$ cat src/cfo_pkg.sv
package cfo_pkg;
    // ------------------------------------------------------------
    // instruction word layout
    // ------------------------------------------------------------
    localparam int WORD_W = 16;
    localparam int ADDR_W = 6;
    localparam int MOD_W = 4;
    localparam int SRC_LSB = 10;
    localparam int MOD_LSB = 6;
    localparam int DST_LSB = 0;
    localparam int TTY_W = 8;
    localparam int IND_W = 3;

    // ------------------------------------------------------------
    // fixed device addresses (octal 02, 03, 06, 07, 10, 77)
    // ------------------------------------------------------------
    localparam logic [ADDR_W-1:0] DEV_FUNC = 6'h02;
    localparam logic [ADDR_W-1:0] DEV_DTEST = 6'h03;
    localparam logic [ADDR_W-1:0] DEV_MEM = 6'h06;
    localparam logic [ADDR_W-1:0] DEV_SEQ = 6'h07;
    localparam logic [ADDR_W-1:0] DEV_SWITCH = 6'h08;
    localparam logic [ADDR_W-1:0] DEV_TTY = 6'h3f;

    // ------------------------------------------------------------
    // reset values and timing
    // ------------------------------------------------------------
    localparam logic [WORD_W-1:0] START_LOC = 16'h0006;
    localparam logic [WORD_W-1:0] SKIP_STEP = 16'h0002;
    localparam logic [WORD_W-1:0] NEXT_STEP = 16'h0001;
    localparam int CLK_MHZ = 25;
    localparam int PDOWN_US = 140;
    localparam int PDOWN_CYC = PDOWN_US * CLK_MHZ;
    localparam int PDOWN_W = 12;

    // ------------------------------------------------------------
    // sequencer states
    // ------------------------------------------------------------
    typedef enum logic [6:0] {
        ST_OFF = 7'h01,
        ST_HALT = 7'h02,
        ST_FETCH = 7'h04,
        ST_DECODE = 7'h08,
        ST_FETCH2 = 7'h10,
        ST_EXEC = 7'h20,
        ST_PDOWN = 7'h40
    } cfo_state_e;
endpackage : cfo_pkg
$ cat src/cfo_dec_if.sv
`timescale 1ns/1ps
interface cfo_dec_if;
    import cfo_pkg::*;
    logic [WORD_W-1:0] instr;
    logic [IND_W-1:0] status;
    logic is_fgen;
    logic is_ftest;
    logic two_word;
    logic test_pass;
    modport dec (input instr, input status, output is_fgen, output is_ftest, output two_word,
                 output test_pass);
    modport ctl (output instr, output status, input is_fgen, input is_ftest, input two_word,
                 input test_pass);
endinterface : cfo_dec_if

$ cat src/cfo_console.sv
`timescale 1ns/1ps
module cfo_console
    import cfo_pkg::*;
(
    // clock and reset
    input wire logic clock,
    input wire logic rstn,
    // panel pins, asynchronous
    input wire logic power_ok,
    input wire logic autorestart,
    input wire logic lockout,
    input wire logic transmit_key,
    input wire logic display_key,
    input wire logic stop_key,
    input wire logic cont_key,
    input wire logic [WORD_W-1:0] switches,
    input wire logic [ADDR_W-1:0] device_select,
    // memory port
    output logic mem_rd_q,
    output logic [WORD_W-1:0] mem_addr_q,
    input wire logic [WORD_W-1:0] mem_rdata,
    input wire logic mem_ack,
    // device bus
    output logic [ADDR_W-1:0] bus_src_q,
    output logic [ADDR_W-1:0] bus_dst_q,
    input wire logic [WORD_W-1:0] bus_rdata,
    input wire logic [IND_W-1:0] bus_status,
    output logic [WORD_W-1:0] bus_wdata_q,
    output logic bus_wr_q,
    output logic [MOD_W-1:0] func_pulse_q,
    // teleprinter
    input wire logic [TTY_W-1:0] tti_data,
    input wire logic tto_done,
    output logic [TTY_W-1:0] tto_char_q,
    output logic tto_strobe_q,
    output logic tto_ready_q,
    // lamps
    output logic [WORD_W-1:0] ir_q,
    output logic [WORD_W-1:0] sc_q,
    output logic [WORD_W-1:0] ma_q,
    output logic [WORD_W-1:0] mb_q,
    output logic [WORD_W-1:0] dd_q,
    output logic run_q,
    output logic halt_q
);
    // ------------------------------------------------------------
    // pin synchronisers
    // ------------------------------------------------------------
    localparam int NSYNC = 7 + WORD_W + ADDR_W;
    logic [NSYNC-1:0] s1_q;
    logic [NSYNC-1:0] s2_q;
    logic [3:0] key_prev_q;
    wire [NSYNC-1:0] pins = {power_ok, autorestart, lockout, transmit_key, display_key,
                             stop_key, cont_key, switches, device_select};

    always_ff @(posedge clock or negedge rstn)
    begin
        if (!rstn)
        begin
            s1_q <= '0;
            s2_q <= '0;
        end
        else
        begin
            s1_q <= pins;
            s2_q <= s1_q;
        end
    end

    wire pwr_s = s2_q[NSYNC-1];
    wire auto_s = s2_q[NSYNC-2];
    wire lock_s = s2_q[NSYNC-3];
    wire [3:0] keys_s = s2_q[NSYNC-4 -: 4];
    // switch pressed drives one straight through
    wire [WORD_W-1:0] sw_s = s2_q[ADDR_W +: WORD_W];
    wire [ADDR_W-1:0] sel_s = s2_q[ADDR_W-1:0];

    always_ff @(posedge clock or negedge rstn)
    begin
        if (!rstn)
            key_prev_q <= '0;
        else
            key_prev_q <= keys_s;
    end

    // lockout masks operating keys only; sw_s is not gated
    wire [3:0] key_edge = keys_s & ~key_prev_q & {4{~lock_s}};
    wire trm_k = key_edge[3];
    wire display_key_k = key_edge[2];
    wire stop_k = key_edge[1];
    wire cont_k = key_edge[0];

    // ------------------------------------------------------------
    // decode helper
    // ------------------------------------------------------------
    cfo_dec_if dif ();
    cfo_decode u_dec (
        .d(dif.dec)
    );
    assign dif.instr = ir_q;
    assign dif.status = bus_status;

    // ------------------------------------------------------------
    // sequencer
    // ------------------------------------------------------------
    cfo_state_e st_q;
    cfo_state_e st_d;
    logic pwr_prev_q;
    logic [PDOWN_W-1:0] pd_cnt_q;
    localparam logic [PDOWN_W-1:0] PD_LAST = PDOWN_W'(PDOWN_CYC - 1);

    wire pwr_rise = pwr_s & ~pwr_prev_q;
    wire pwr_fall = ~pwr_s & pwr_prev_q;
    wire pd_done = (st_q == ST_PDOWN) && (pd_cnt_q == PD_LAST);
    wire halted = (st_q == ST_HALT);
    wire [ADDR_W-1:0] ir_src = ir_q[SRC_LSB +: ADDR_W];
    wire [ADDR_W-1:0] ir_dst = ir_q[DST_LSB +: ADDR_W];
    wire [MOD_W-1:0] ir_mod = ir_q[MOD_LSB +: MOD_W];
    wire exec_go = (st_q == ST_EXEC);
    wire xfer_go = exec_go && !dif.is_fgen && !dif.is_ftest && !dif.two_word;

    // internal sources ahead of the external bus
    function automatic logic [WORD_W-1:0] read_src(input logic [ADDR_W-1:0] a);
        logic [WORD_W-1:0] r;
        r = bus_rdata;
        if (a == DEV_SWITCH)
            r = sw_s;
        else if (a == DEV_SEQ)
            r = sc_q;
        else if (a == DEV_TTY)
            r = {{(WORD_W-TTY_W){1'b0}}, tti_data};
        return r;
    endfunction : read_src

    wire [WORD_W-1:0] xfer_data = read_src(ir_src);
    wire [WORD_W-1:0] display_key_data = read_src(sel_s);
    wire key_trm = halted && trm_k;
    wire key_display_key = halted && display_key_k && !trm_k;

    always_comb
    begin
        st_d = st_q;
        case (st_q)
            ST_OFF:
                if (pwr_rise)
                    st_d = auto_s ? ST_FETCH : ST_HALT;
            ST_HALT:
                if (cont_k)
                    st_d = ST_FETCH;
            ST_FETCH:
                if (mem_rd_q && mem_ack)
                    st_d = ST_DECODE;
            ST_DECODE:
                st_d = dif.two_word ? ST_FETCH2 : ST_EXEC;
            ST_FETCH2:
                if (mem_rd_q && mem_ack)
                    st_d = ST_EXEC;
            ST_EXEC:
                st_d = halt_q ? ST_HALT : ST_FETCH;
            ST_PDOWN:
                if (pd_done)
                    st_d = ST_OFF;
            default:
                st_d = ST_OFF;
        endcase
        if (pwr_fall)
            st_d = ST_PDOWN;
    end

    always_ff @(posedge clock or negedge rstn)
    begin
        if (!rstn)
        begin
            st_q <= ST_OFF;
            pwr_prev_q <= 1'b0;
            pd_cnt_q <= '0;
        end
        else
        begin
            st_q <= st_d;
            pwr_prev_q <= pwr_s;
            pd_cnt_q <= (st_q == ST_PDOWN) ? pd_cnt_q + 1'b1 : '0;
        end
    end

    // ------------------------------------------------------------
    // halt latch, run lamp
    // ------------------------------------------------------------
    // stop held at power-up is caught at the rise, so one instruction runs
    always_ff @(posedge clock or negedge rstn)
    begin
        if (!rstn)
            halt_q <= 1'b0;
        else if (pd_done)
            halt_q <= 1'b0;
        else if (pwr_rise)
            halt_q <= keys_s[1];
        else if (stop_k)
            halt_q <= 1'b1;
        else if (halted && cont_k)
            halt_q <= 1'b0;
    end

    always_ff @(posedge clock or negedge rstn)
    begin
        if (!rstn)
            run_q <= 1'b0;
        else
            run_q <= (st_d != ST_OFF) && (st_d != ST_HALT) && (st_d != ST_PDOWN);
    end

    // ------------------------------------------------------------
    // memory fetch and registers
    // ------------------------------------------------------------
    wire fetch_start = (st_q == ST_FETCH || st_q == ST_FETCH2) && !mem_rd_q;

    always_ff @(posedge clock or negedge rstn)
    begin
        if (!rstn)
        begin
            mem_rd_q <= 1'b0;
            mem_addr_q <= '0;
            ma_q <= '0;
        end
        else if (mem_rd_q && mem_ack)
            mem_rd_q <= 1'b0;
        else if (fetch_start)
        begin
            mem_rd_q <= 1'b1;
            mem_addr_q <= sc_q;
            ma_q <= sc_q;
        end
    end

    always_ff @(posedge clock or negedge rstn)
    begin
        if (!rstn)
        begin
            ir_q <= '0;
            mb_q <= '0;
        end
        else if (pd_done)
        begin
            ir_q <= '0;
            mb_q <= '0;
        end
        else if (mem_rd_q && mem_ack)
        begin
            mb_q <= mem_rdata;
            if (st_q == ST_FETCH)
                ir_q <= mem_rdata;
        end
    end

    // sequence counter
    always_ff @(posedge clock or negedge rstn)
    begin
        if (!rstn)
            sc_q <= START_LOC;
        else if (pwr_rise)
            sc_q <= START_LOC;
        else if (mem_rd_q && mem_ack)
            sc_q <= sc_q + NEXT_STEP;
        else if (exec_go && dif.is_ftest && dif.test_pass)
            sc_q <= sc_q + SKIP_STEP;
        else if (xfer_go && ir_dst == DEV_SEQ)
            sc_q <= xfer_data;
        else if (key_trm && sel_s == DEV_SEQ)
            sc_q <= sw_s;
    end

    // ------------------------------------------------------------
    // device bus, function pulses
    // ------------------------------------------------------------
    wire ext_trm = key_trm && sel_s != DEV_SEQ;
    wire ext_xfer = xfer_go && ir_dst != DEV_SEQ;

    always_ff @(posedge clock or negedge rstn)
    begin
        if (!rstn)
        begin
            bus_src_q <= '0;
            bus_dst_q <= '0;
            bus_wdata_q <= '0;
            bus_wr_q <= 1'b0;
            func_pulse_q <= '0;
        end
        else
        begin
            bus_wr_q <= ext_trm || ext_xfer;
            func_pulse_q <= (exec_go && dif.is_fgen) ? ir_mod : '0;
            if (st_q == ST_DECODE)
            begin
                bus_src_q <= ir_src;
                bus_dst_q <= ir_dst;
            end
            else if (halted)
            begin
                // panel addresses one device at a time
                bus_src_q <= sel_s;
                bus_dst_q <= sel_s;
            end
            if (ext_trm)
                bus_wdata_q <= sw_s;
            else if (ext_xfer)
                bus_wdata_q <= xfer_data;
        end
    end

    // ------------------------------------------------------------
    // data display and teleprinter output
    // ------------------------------------------------------------
    always_ff @(posedge clock or negedge rstn)
    begin
        if (!rstn)
            dd_q <= '0;
        else if (key_display_key)
            dd_q <= display_key_data;
    end

    wire tto_trm = key_trm && sel_s == DEV_TTY;
    wire tto_echo = key_display_key && sel_s == DEV_TTY;
    wire tto_prog = xfer_go && ir_dst == DEV_TTY;
    wire tto_send = tto_trm || tto_echo || tto_prog;

    always_ff @(posedge clock or negedge rstn)
    begin
        if (!rstn)
        begin
            tto_char_q <= '0;
            tto_strobe_q <= 1'b0;
            tto_ready_q <= 1'b0;
        end
        else
        begin
            tto_strobe_q <= tto_send;
            if (tto_trm)
                tto_char_q <= sw_s[TTY_W-1:0];
            else if (tto_echo)
                tto_char_q <= tti_data;
            else if (tto_prog)
                tto_char_q <= xfer_data[TTY_W-1:0];
            // completion beats a same-cycle send so no ready is lost
            if (pd_done)
                tto_ready_q <= 1'b0;
            else if (pwr_rise || tto_done)
                tto_ready_q <= 1'b1;
            else if (tto_send)
                tto_ready_q <= 1'b0;
        end
    end
endmodule : cfo_console

$ cat src/cfo_decode.sv
`timescale 1ns/1ps
module cfo_decode
    import cfo_pkg::*;
(
    // decode channel
    cfo_dec_if.dec d
);
    wire [ADDR_W-1:0] src = d.instr[SRC_LSB +: ADDR_W];
    wire [ADDR_W-1:0] dst = d.instr[DST_LSB +: ADDR_W];
    wire [MOD_W-1:0] modf = d.instr[MOD_LSB +: MOD_W];
    wire [IND_W-1:0] sel = modf[MOD_W-1:1];
    wire all_off = modf[0];
    wire any_on = |(sel & d.status);

    assign d.is_fgen = (src == DEV_FUNC);
    assign d.is_ftest = (dst == DEV_FUNC) && (src != DEV_FUNC);
    // memory reference and data test carry a second word
    assign d.two_word = (src == DEV_MEM) || (dst == DEV_MEM) || (dst == DEV_DTEST);
    assign d.test_pass = all_off ? ~any_on : any_on;
endmodule : cfo_decode

$ cat config.mk
export PLATFORM = sky130hd
export DESIGN_NAME = cfo_console
export DESIGN_NICKNAME = d
export VERILOG_FILES = /design/src/cfo_pkg.sv /design/src/cfo_dec_if.sv /design/src/cfo_console.sv /design/src/cfo_decode.sv
export SDC_FILE = /design/constraint.sdc
export NUM_CORES = 1
export LEC_CHECK = 0
export BUFFER_PORTS_ARGS = -buffer_cell sky130_fd_sc_hd__buf_2
export CORE_MARGIN = 2
export CORE_UTILIZATION = 50
export DETAILED_ROUTE_END_ITERATION = 6
export GPL_ROUTABILITY_DRIVEN = 0
export PLACE_DENSITY_LB_ADDON = 0.1
export SYNTH_ARGS = -nofsm -noshare
export SYNTH_HDL_FRONTEND = slang
export SYNTH_HIERARCHICAL = 1
export SYNTH_SLANG_ARGS = --single-unit
$ cat constraint.sdc
create_clock -name clock -period 6.95 [get_ports clock]
set_clock_uncertainty 0.1 [all_clocks]
set_input_delay 1.0425 -clock clock [delete_from_list [all_inputs] [get_ports clock]]
set_output_delay 1.0425 -clock clock [all_outputs]
set_load 0.01 [all_outputs]
==> out/summary.txt, run 1 <==
Vias per Instance -> 5.92
Top_reg_cell synth -> dfrtp_1
Via Count -> 8449
Clock latency on the worst-skew pair -> 0.52 ns
Worst reg2reg path depth -> 7
Critical path buffer and inverter count -> 0
DRT iter0 DRCs -> 798
Net count after synthesis -> 1058
Arrival @ worst endpoint -> 3.55 ns
CP Class -> flop to flop
Setup WS pre-CTS -> 3.67 ns
Final hold vios -> 0
Die span in y -> 145 um
CTS Buffer Depth -> 3
# Post-CTS Setup Buffers -> 0
Core Region -> 19500 um2
Pwr dens -> 258 nW/um2
Type of the worst min-delay path -> flop to flop
First-pass GRT wire length -> 44600 um
Synthesized cell area -> 9890 um2
# IOs -> 218
Die area -> 20900 um2
Synth Register Bits -> 208
DR WL/cell -> 20.3 um
Unrepaired setup endpoints after global routing -> false
Distinct cell type count after synthesis -> 81
Final min period -> 3.24 ns
Initial Utilization -> 0.508
Worst Max-Slew Pin Slew -> 1.15 ns
Number of H-tree levels -> 1
Critical Path Sink Type -> flop
Dpl cell area -> 11000 um2
Slowest cell on crit path -> nor3_2
CTS Buf Count -> 23
Peak Freq -> 0.309 GHz
Area grow syn2layout -> 18.6%
Critical-path cell list -> nor4_1 > a2111oi_2 > or3_4 > nor3_2 > nand2_1 > a221o_1 > a31o_1
Status -> completed
Nets -> 1227
Clock-pin slew on the worst setup and hold paths -> 0.06 ns
I/O Buffers -> 217
Hold Path Stages -> 0
CTS tree -> done
Mapped Cells -> 979
Post-route setup TNS -> 0 ns
Ant diodes -> 0
Final-report setup violation count -> 0
Largest net degree at the start of global routing -> 79
DP Wirelength -> 20600 um
Rows -> 51
Tot GR Track Use -> 0.275
CP delay by family, top -> simple AND/OR/NAND/NOR gates
Required @ worst endpoint -> 7.26 ns
Startpoint Class -> flop
Sinks on the clock net -> 208
Vias in the first global route -> 8083
Share of layout cells above drive strength 1 -> 0.263
Crit-path max FO -> 13
Max Transition Viols Final -> 0
Max-cap violations -> 0
Fraction of registers with async set/reset -> 1.00
DR pass1 iterations -> 5
Post-DRT Antenna Nets -> 0
Seq/Total Area, Yosys -> 0.527
Register-to-register setup slack -> 3.71 ns
Mean post-synth cell area -> 10.1 um2
Post-cts resize count -> 0
Reg2reg start -> ir_q[15]$_DFFE_PN0P_
Hold EP -> s2_q[22]$_DFF_PN0_
Fin util -> 0.603
Final instance area -> 11700 um2
Commonest cells after routing, fill and taps aside -> buf_2 (216), dfrtp_1 (205), nand2_1 (118)
Initial antenna violation count -> 0
Final Cycle Share -> 0.466
DRC viols -> 0
Crit Reg-Reg Endpoint -> sc_q[0]$_DFFE_PN0P_
CP max stage delay -> 0.80 ns
Die Width -> 145 um
Cts hold-fix bufs -> 0
Synth warnings -> 6
Clock root cell -> clkbuf_16
Leakage -> 5.47 nW
Most common cell after layout, fill and taps aside -> buf_2
Relative slew slack -> 0.233
Worst setup margin -> 3.71 ns
EDFF count, synth -> 0
Min-delay src -> s1_q[22]$_DFF_PN0_
Final wirelength -> 29000 um
Max VDD drop -> 0.000288 V
Grt ovf -> 0
layer usage:
metal | GRT usage | part of all wire
met1 | 0.365 | 0.41
met2 | 0.461 | 0.49
met3 | 0.0398 | 0.061
met4 | 0.102 | 0.039
met5 | 0 | 0
cell families (layout without fill, tap and decap cells):
logic type | count (synthesis) | in the layout | share of synthesized area
muxes | 49 | 49 | 0.0516
DFF | 208 | 208 | 0.527
xor gates and xnor gates | 24 | 24 | 0.0212
and+or+nand+nor | 351 | 351 | 0.174
adders and majority gates | 3 | 3 | 0.00379
buffers and inverters | 87 | 271 | 0.0430
AOI/OAI and AO/OA | 257 | 257 | 0.180
synth_stat cells, types with 4 or more instances:
library cell,number,area share
dfrtp_1,205,0.52
nand2_1,118,0.045
nor2_1,86,0.033
o21ai_0,62,0.031
a21oi_1,43,0.022
clkbuf_1,41,0.016
nand3_1,40,0.020
mux2i_1,33,0.033
a221o_1,24,0.024
a22oi_1,24,0.018
nor3_1,20,0.010
buf_4,19,0.014
and3_1,18,0.011
buf_2,16,0.0081
mux2_2,16,0.018
o21ai_1,15,0.0076
xor2_1,13,0.012
xnor2_1,11,0.0097
o211ai_1,10,0.0076
a211oi_1,8,0.0061
a31oi_1,7,0.0044
nand4_1,7,0.0044
or3_1,7,0.0044
a22o_1,6,0.0053
a311o_1,6,0.0061
and2_1,6,0.0038
inv_1,6,0.0023
nand2b_1,6,0.0038
o22ai_1,6,0.0038
a21o_1,5,0.0038
a311oi_1,4,0.0035
buf_1,4,0.0015
nor2_2,4,0.0025
nor2b_1,4,0.0025
nor4_1,4,0.0025
nor4b_1,4,0.0035
worst max path at each step:
| stage | from | endpoint | slack [ns] | cells past startpoint |
|---|---|---|---|---|
| global placement | bus_status[0] | sc_q[6]$_DFFE_PN0P_ | 3.70 | 8 |
| global route | ir_q[15]$_DFFE_PN0P_ | sc_q[0]$_DFFE_PN0P_ | 3.54 | 7 |
| CTS | ir_q[15]$_DFFE_PN0P_ | sc_q[0]$_DFFE_PN0P_ | 3.76 | 7 |
| detailed placement | bus_status[0] | sc_q[6]$_DFFE_PN0P_ | 3.67 | 8 |
| floorplan | bus_status[0] | sc_q[0]$_DFFE_PN0P_ | 4.09 | 8 |
| finish | ir_q[15]$_DFFE_PN0P_ | sc_q[0]$_DFFE_PN0P_ | 3.71 | 7 |
sequential cells by signal (all words and copies together), names as in the netlist, 4 cells and up:
signal	count
key_prev_q	4
func_pulse_q	4
sc_q	16
ma_q	16
mb_q	16
st_q	7
tto_char_q	8
s2_q	29
pd_cnt_q	12
bus_wdata_q	16
bus_src_q	6
dd_q	16
bus_dst_q	6
s1_q	29
ir_q	16
area by class of cell:
| type | count | area, um2 |
|---|---|---|
| clock inverters | 6 | 76.3 |
| inverters | 6 | 22.5 |
| well taps | 265 | 332 |
| flip-flops and latches | 208 | 5210 |
| multi-input cells | 684 | 4270 |
| clock buffers | 34 | 677 |
| repair buffers | 225 | 1150 |
| fillers | 1690 | 7730 |
power by group:
part | switching [mW] | internal (mW) | total [mW] | leakage, nW
Clock | 0.488 | 0.715 | 1.20 | 0.369
Sequential | 0.0876 | 1.33 | 1.41 | 2.55
Combinational | 0.232 | 0.174 | 0.406 | 2.55
Total | 0.808 | 2.22 | 3.02 | 5.47
metrics by stage:
step,hold slack (ns),total power [mW],cells
after floorplan,0.231,1.64,979
after global placement,0.232,1.84,1388
after detailed placement,0.235,1.84,1388
after CTS,0.245,3.05,1428
after global routing,0.248,3.16,1428
final,0.243,3.02,1428
Note: power is estimated with default switching activity, not from simulation.
==> run 2: changes to the inputs <==
- CORE_UTILIZATION: 50 -> 49
- clock period: 6.95 -> 2.67 ns (I/O delays scaled with it)
==> run 2 against run 1 <==
The run now ends with design-rule violations, negative setup slack left. Total power rose to 2.7 times the previous value. Highest routed layer unchanged. Setup slack got worse by 3.8 ns. Sequential power rose to 2.6 times the previous value. Clock-buffer cell count is 5 lower. Maximum frequency rose by 18%. Worst hold slack worse by 0.22 ns. Wire length rose by 5.2%. Non-clock buffer count increased by 108. Sequential share of layout area shrank 3.9 points. Final area rose by 9.8%. Sequential cell count stayed put.
==> out/summary.txt, run 2 (same netlist as run 1, synthesis figures left out) <==
Final wirelength -> 30500 um (was 29000 um)
Number of H-tree levels -> 1 (unchanged)
Setup WS pre-CTS -> -0.0737 ns (was 3.67 ns)
Vias per Instance -> 5.77 (was 5.92)
Crit-path max FO -> 5 (was 13)
GR met3 Demand/Resource -> 0.0591 (was 0.0398)
CTS Buf Count -> 23 (unchanged)
Unrepaired setup endpoints after global routing -> true (was false)
CP max stage delay -> 0.43 ns (was 0.80 ns)
Die Width -> 146 um (was 145 um)
Initial antenna violation count -> 0 (unchanged)
Rows -> 51 (unchanged)
Grt ovf -> 0 (unchanged)
Peak Freq -> 0.365 GHz (was 0.309 GHz)
Initial Utilization -> 0.503 (was 0.508)
Failing checks -> design-rule violations, negative setup slack
Register-to-register setup slack -> -0.07 ns (was 3.71 ns)
Dpl cells -> 1458 (was 1388)
Post-DRT Antenna Nets -> 0 (unchanged)
Reg2reg start -> ir_q[12]$_DFFE_PN0P_ (was ir_q[15]$_DFFE_PN0P_)
Final Cycle Share -> 1.03 (was 0.466)
Max VDD drop -> 0.000555 V (was 0.000288 V)
CTS Buffer Depth -> 3 (unchanged)
Met2 global-route usage -> 0.462 (was 0.461)
Max Transition Viols Final -> 0 (unchanged)
Critical Path Sink Type -> flop (unchanged)
CP Class -> flop to flop (unchanged)
Pwr dens -> 642 nW/um2 (was 258 nW/um2)
Leakage -> 6.09 nW (was 5.47 nW)
Slowest cell on crit path -> dfrtp_2 (was nor3_2)
First-pass GRT wire length -> 48300 um (was 44600 um)
# IOs -> 218 (unchanged)
Final hold vios -> 0 (unchanged)
Core Region -> 19700 um2 (was 19500 um2)
Nets -> 1336 (was 1227)
Post-route setup TNS -> -0.142 ns (was 0 ns)
DR pass1 iterations -> 7 (was 5)
Clock-pin slew on the worst setup and hold paths -> 0.06 ns (about the same)
Post-Layout Cell Count -> 1539 (was 1428)
Max-cap violations -> 0 (unchanged)
DP Wirelength -> 21900 um (was 20600 um)
Final min period -> 2.74 ns (was 3.24 ns)
Share of layout cells above drive strength 1 -> 0.315 (was 0.263)
Sinks on the clock net -> 208 (unchanged)
Arrival @ worst endpoint -> 3.04 ns (was 3.55 ns)
Tot GR Track Use -> 0.281 (was 0.275)
Min-delay src -> tto_done (was s1_q[22]$_DFF_PN0_)
I/O Buffers -> 217 (unchanged)
DR WL/cell -> 19.8 um (was 20.3 um)
DRC viols -> 5 (was 0)
Hold Path Stages -> 3 (was 0)
Vias in the first global route -> 8840 (was 8083)
Final-report setup violation count -> 6 (was 0)
Met1 Use GR -> 0.377 (was 0.365)
Busiest layer in global routing -> met2 (unchanged)
Via Count -> 8885 (was 8449)
Largest net degree at the start of global routing -> 78 (was 79)
Most common cell after layout, fill and taps aside -> buf_2 (unchanged)
Required @ worst endpoint -> 2.97 ns (was 7.26 ns)
Commonest cells after routing, fill and taps aside -> buf_2 (216), dfrtp_1 (202), nand2_1 (117) (was buf_2 (216), dfrtp_1 (205), nand2_1 (118))
Critical-path cell list -> nor4_4 > a2111oi_4 > or3_4 > o31a_1 > buf_6 > o22ai_4 > nand2_2 > a221o_1 > a31o_1 (was nor4_1 > a2111oi_2 > or3_4 > nor3_2 > nand2_1 > a221o_1 > a31o_1)
Ant diodes -> 0 (unchanged)
Worst Max-Slew Pin Slew -> 0.756 ns (was 1.15 ns)
Type of the worst min-delay path -> input port to flop (was flop to flop)
Crit Reg-Reg Endpoint -> sc_q[0]$_DFFE_PN0P_ (unchanged)
CTS tree -> done (unchanged)
Status -> complete, but fails checks (was completed)
Die area -> 21300 um2 (was 20900 um2)
Startpoint Class -> flop (unchanged)
Worst reg2reg path depth -> 9 (was 7)
Area grow syn2layout -> 30.3% (was 18.6%)
Overall power -> 8.27 mW (was 3.02 mW)
Clock latency on the worst-skew pair -> 0.52 ns (about the same)
Relative slew slack -> 0.489 (was 0.233)
Worst setup margin -> -0.0688 ns (was 3.71 ns)
Die span in y -> 146 um (was 145 um)
Hold EP -> tto_ready_q$_DFFE_PN0P_ (was s2_q[22]$_DFF_PN0_)
DRT iter0 DRCs -> 869 (was 798)
Clock root cell -> clkbuf_16 (unchanged)
Biggest regs -> s1_q: 29 flops, s2_q: 29 flops (unchanged)
==> run 2: layer usage <==
metal	vias up	part of all wire
li1	4107	-
met1	4278	0.41
met2	437	0.48
met3	63	0.085
met4	0	0.026
met5	-	0
==> run 2: metrics by stage <==
stage / area [um2] / hold slack, ns / utilization
after floorplan: 9920 / 0.00491 / -
after global placement: 11600 / 0.233 / 0.591
after detailed placement: 11600 / 0.235 / 0.591
after CTS: 12800 / 0.0116 / 0.652
after global routing: 12900 / 0.0300 / 0.656
final: 12900 / 0.0236 / 0.656
==> run 2: worst max-delay path by stage <==
stage	slack, ns	from	endpoint	cells past startpoint
finish	-0.07	ir_q[12]$_DFFE_PN0P_	sc_q[0]$_DFFE_PN0P_	9
global route	-0.16	ir_q[12]$_DFFE_PN0P_	sc_q[0]$_DFFE_PN0P_	9
CTS	-0.03	ir_q[15]$_DFFE_PN0P_	sc_q[7]$_DFFE_PN0P_	10
detailed placement	-0.07	ir_q[12]$_DFFE_PN0P_	sc_q[5]$_DFFE_PN0P_	9
global placement	-0.009	ir_q[12]$_DFFE_PN0P_	sc_q[5]$_DFFE_PN0P_	9
floorplan	0.03	ir_q[12]$_DFFE_PN0P_	sc_q[0]$_DFFE_PN0P_	8
==> run 2: power breakdown <==
part	switching [mW]	internal (mW)	total, mW
registers	0.223	3.45	3.67
logic	0.633	0.509	1.14
clock network	1.32	2.14	3.45
==> run 2: what timing repair did <==
action / 4_1_cts / 5_1_grt
gates cloned: 1 / 0
setup endpoints to repair: 8 / 22
hold buffers: 31 / 0
buffers inserted: 3 / 4
endpoints found under the hold margin: 98 / 0
resized for setup: 5 / 10
pin swaps: 4 / 9
==> run 2: cell type report <==
type,count,area (um2)
Fill cell,1667,6770
Sequential cell,208,5210
Multi-Input combinational cell,685,4350
Timing Repair Buffer,333,2150
Clock buffer,29,618
Tap cell,265,332
Clock inverter,13,208
Inverter,6,22.5
==> run 2: worst max-delay path: cells and delay by family (launching register included) <==
family,cells,cell delay [ns]
AOI/OAI and AO/OA,5,1.13
and+or+nand+nor,3,0.85
DFF,1,0.43
buffers and inverters,1,0.14
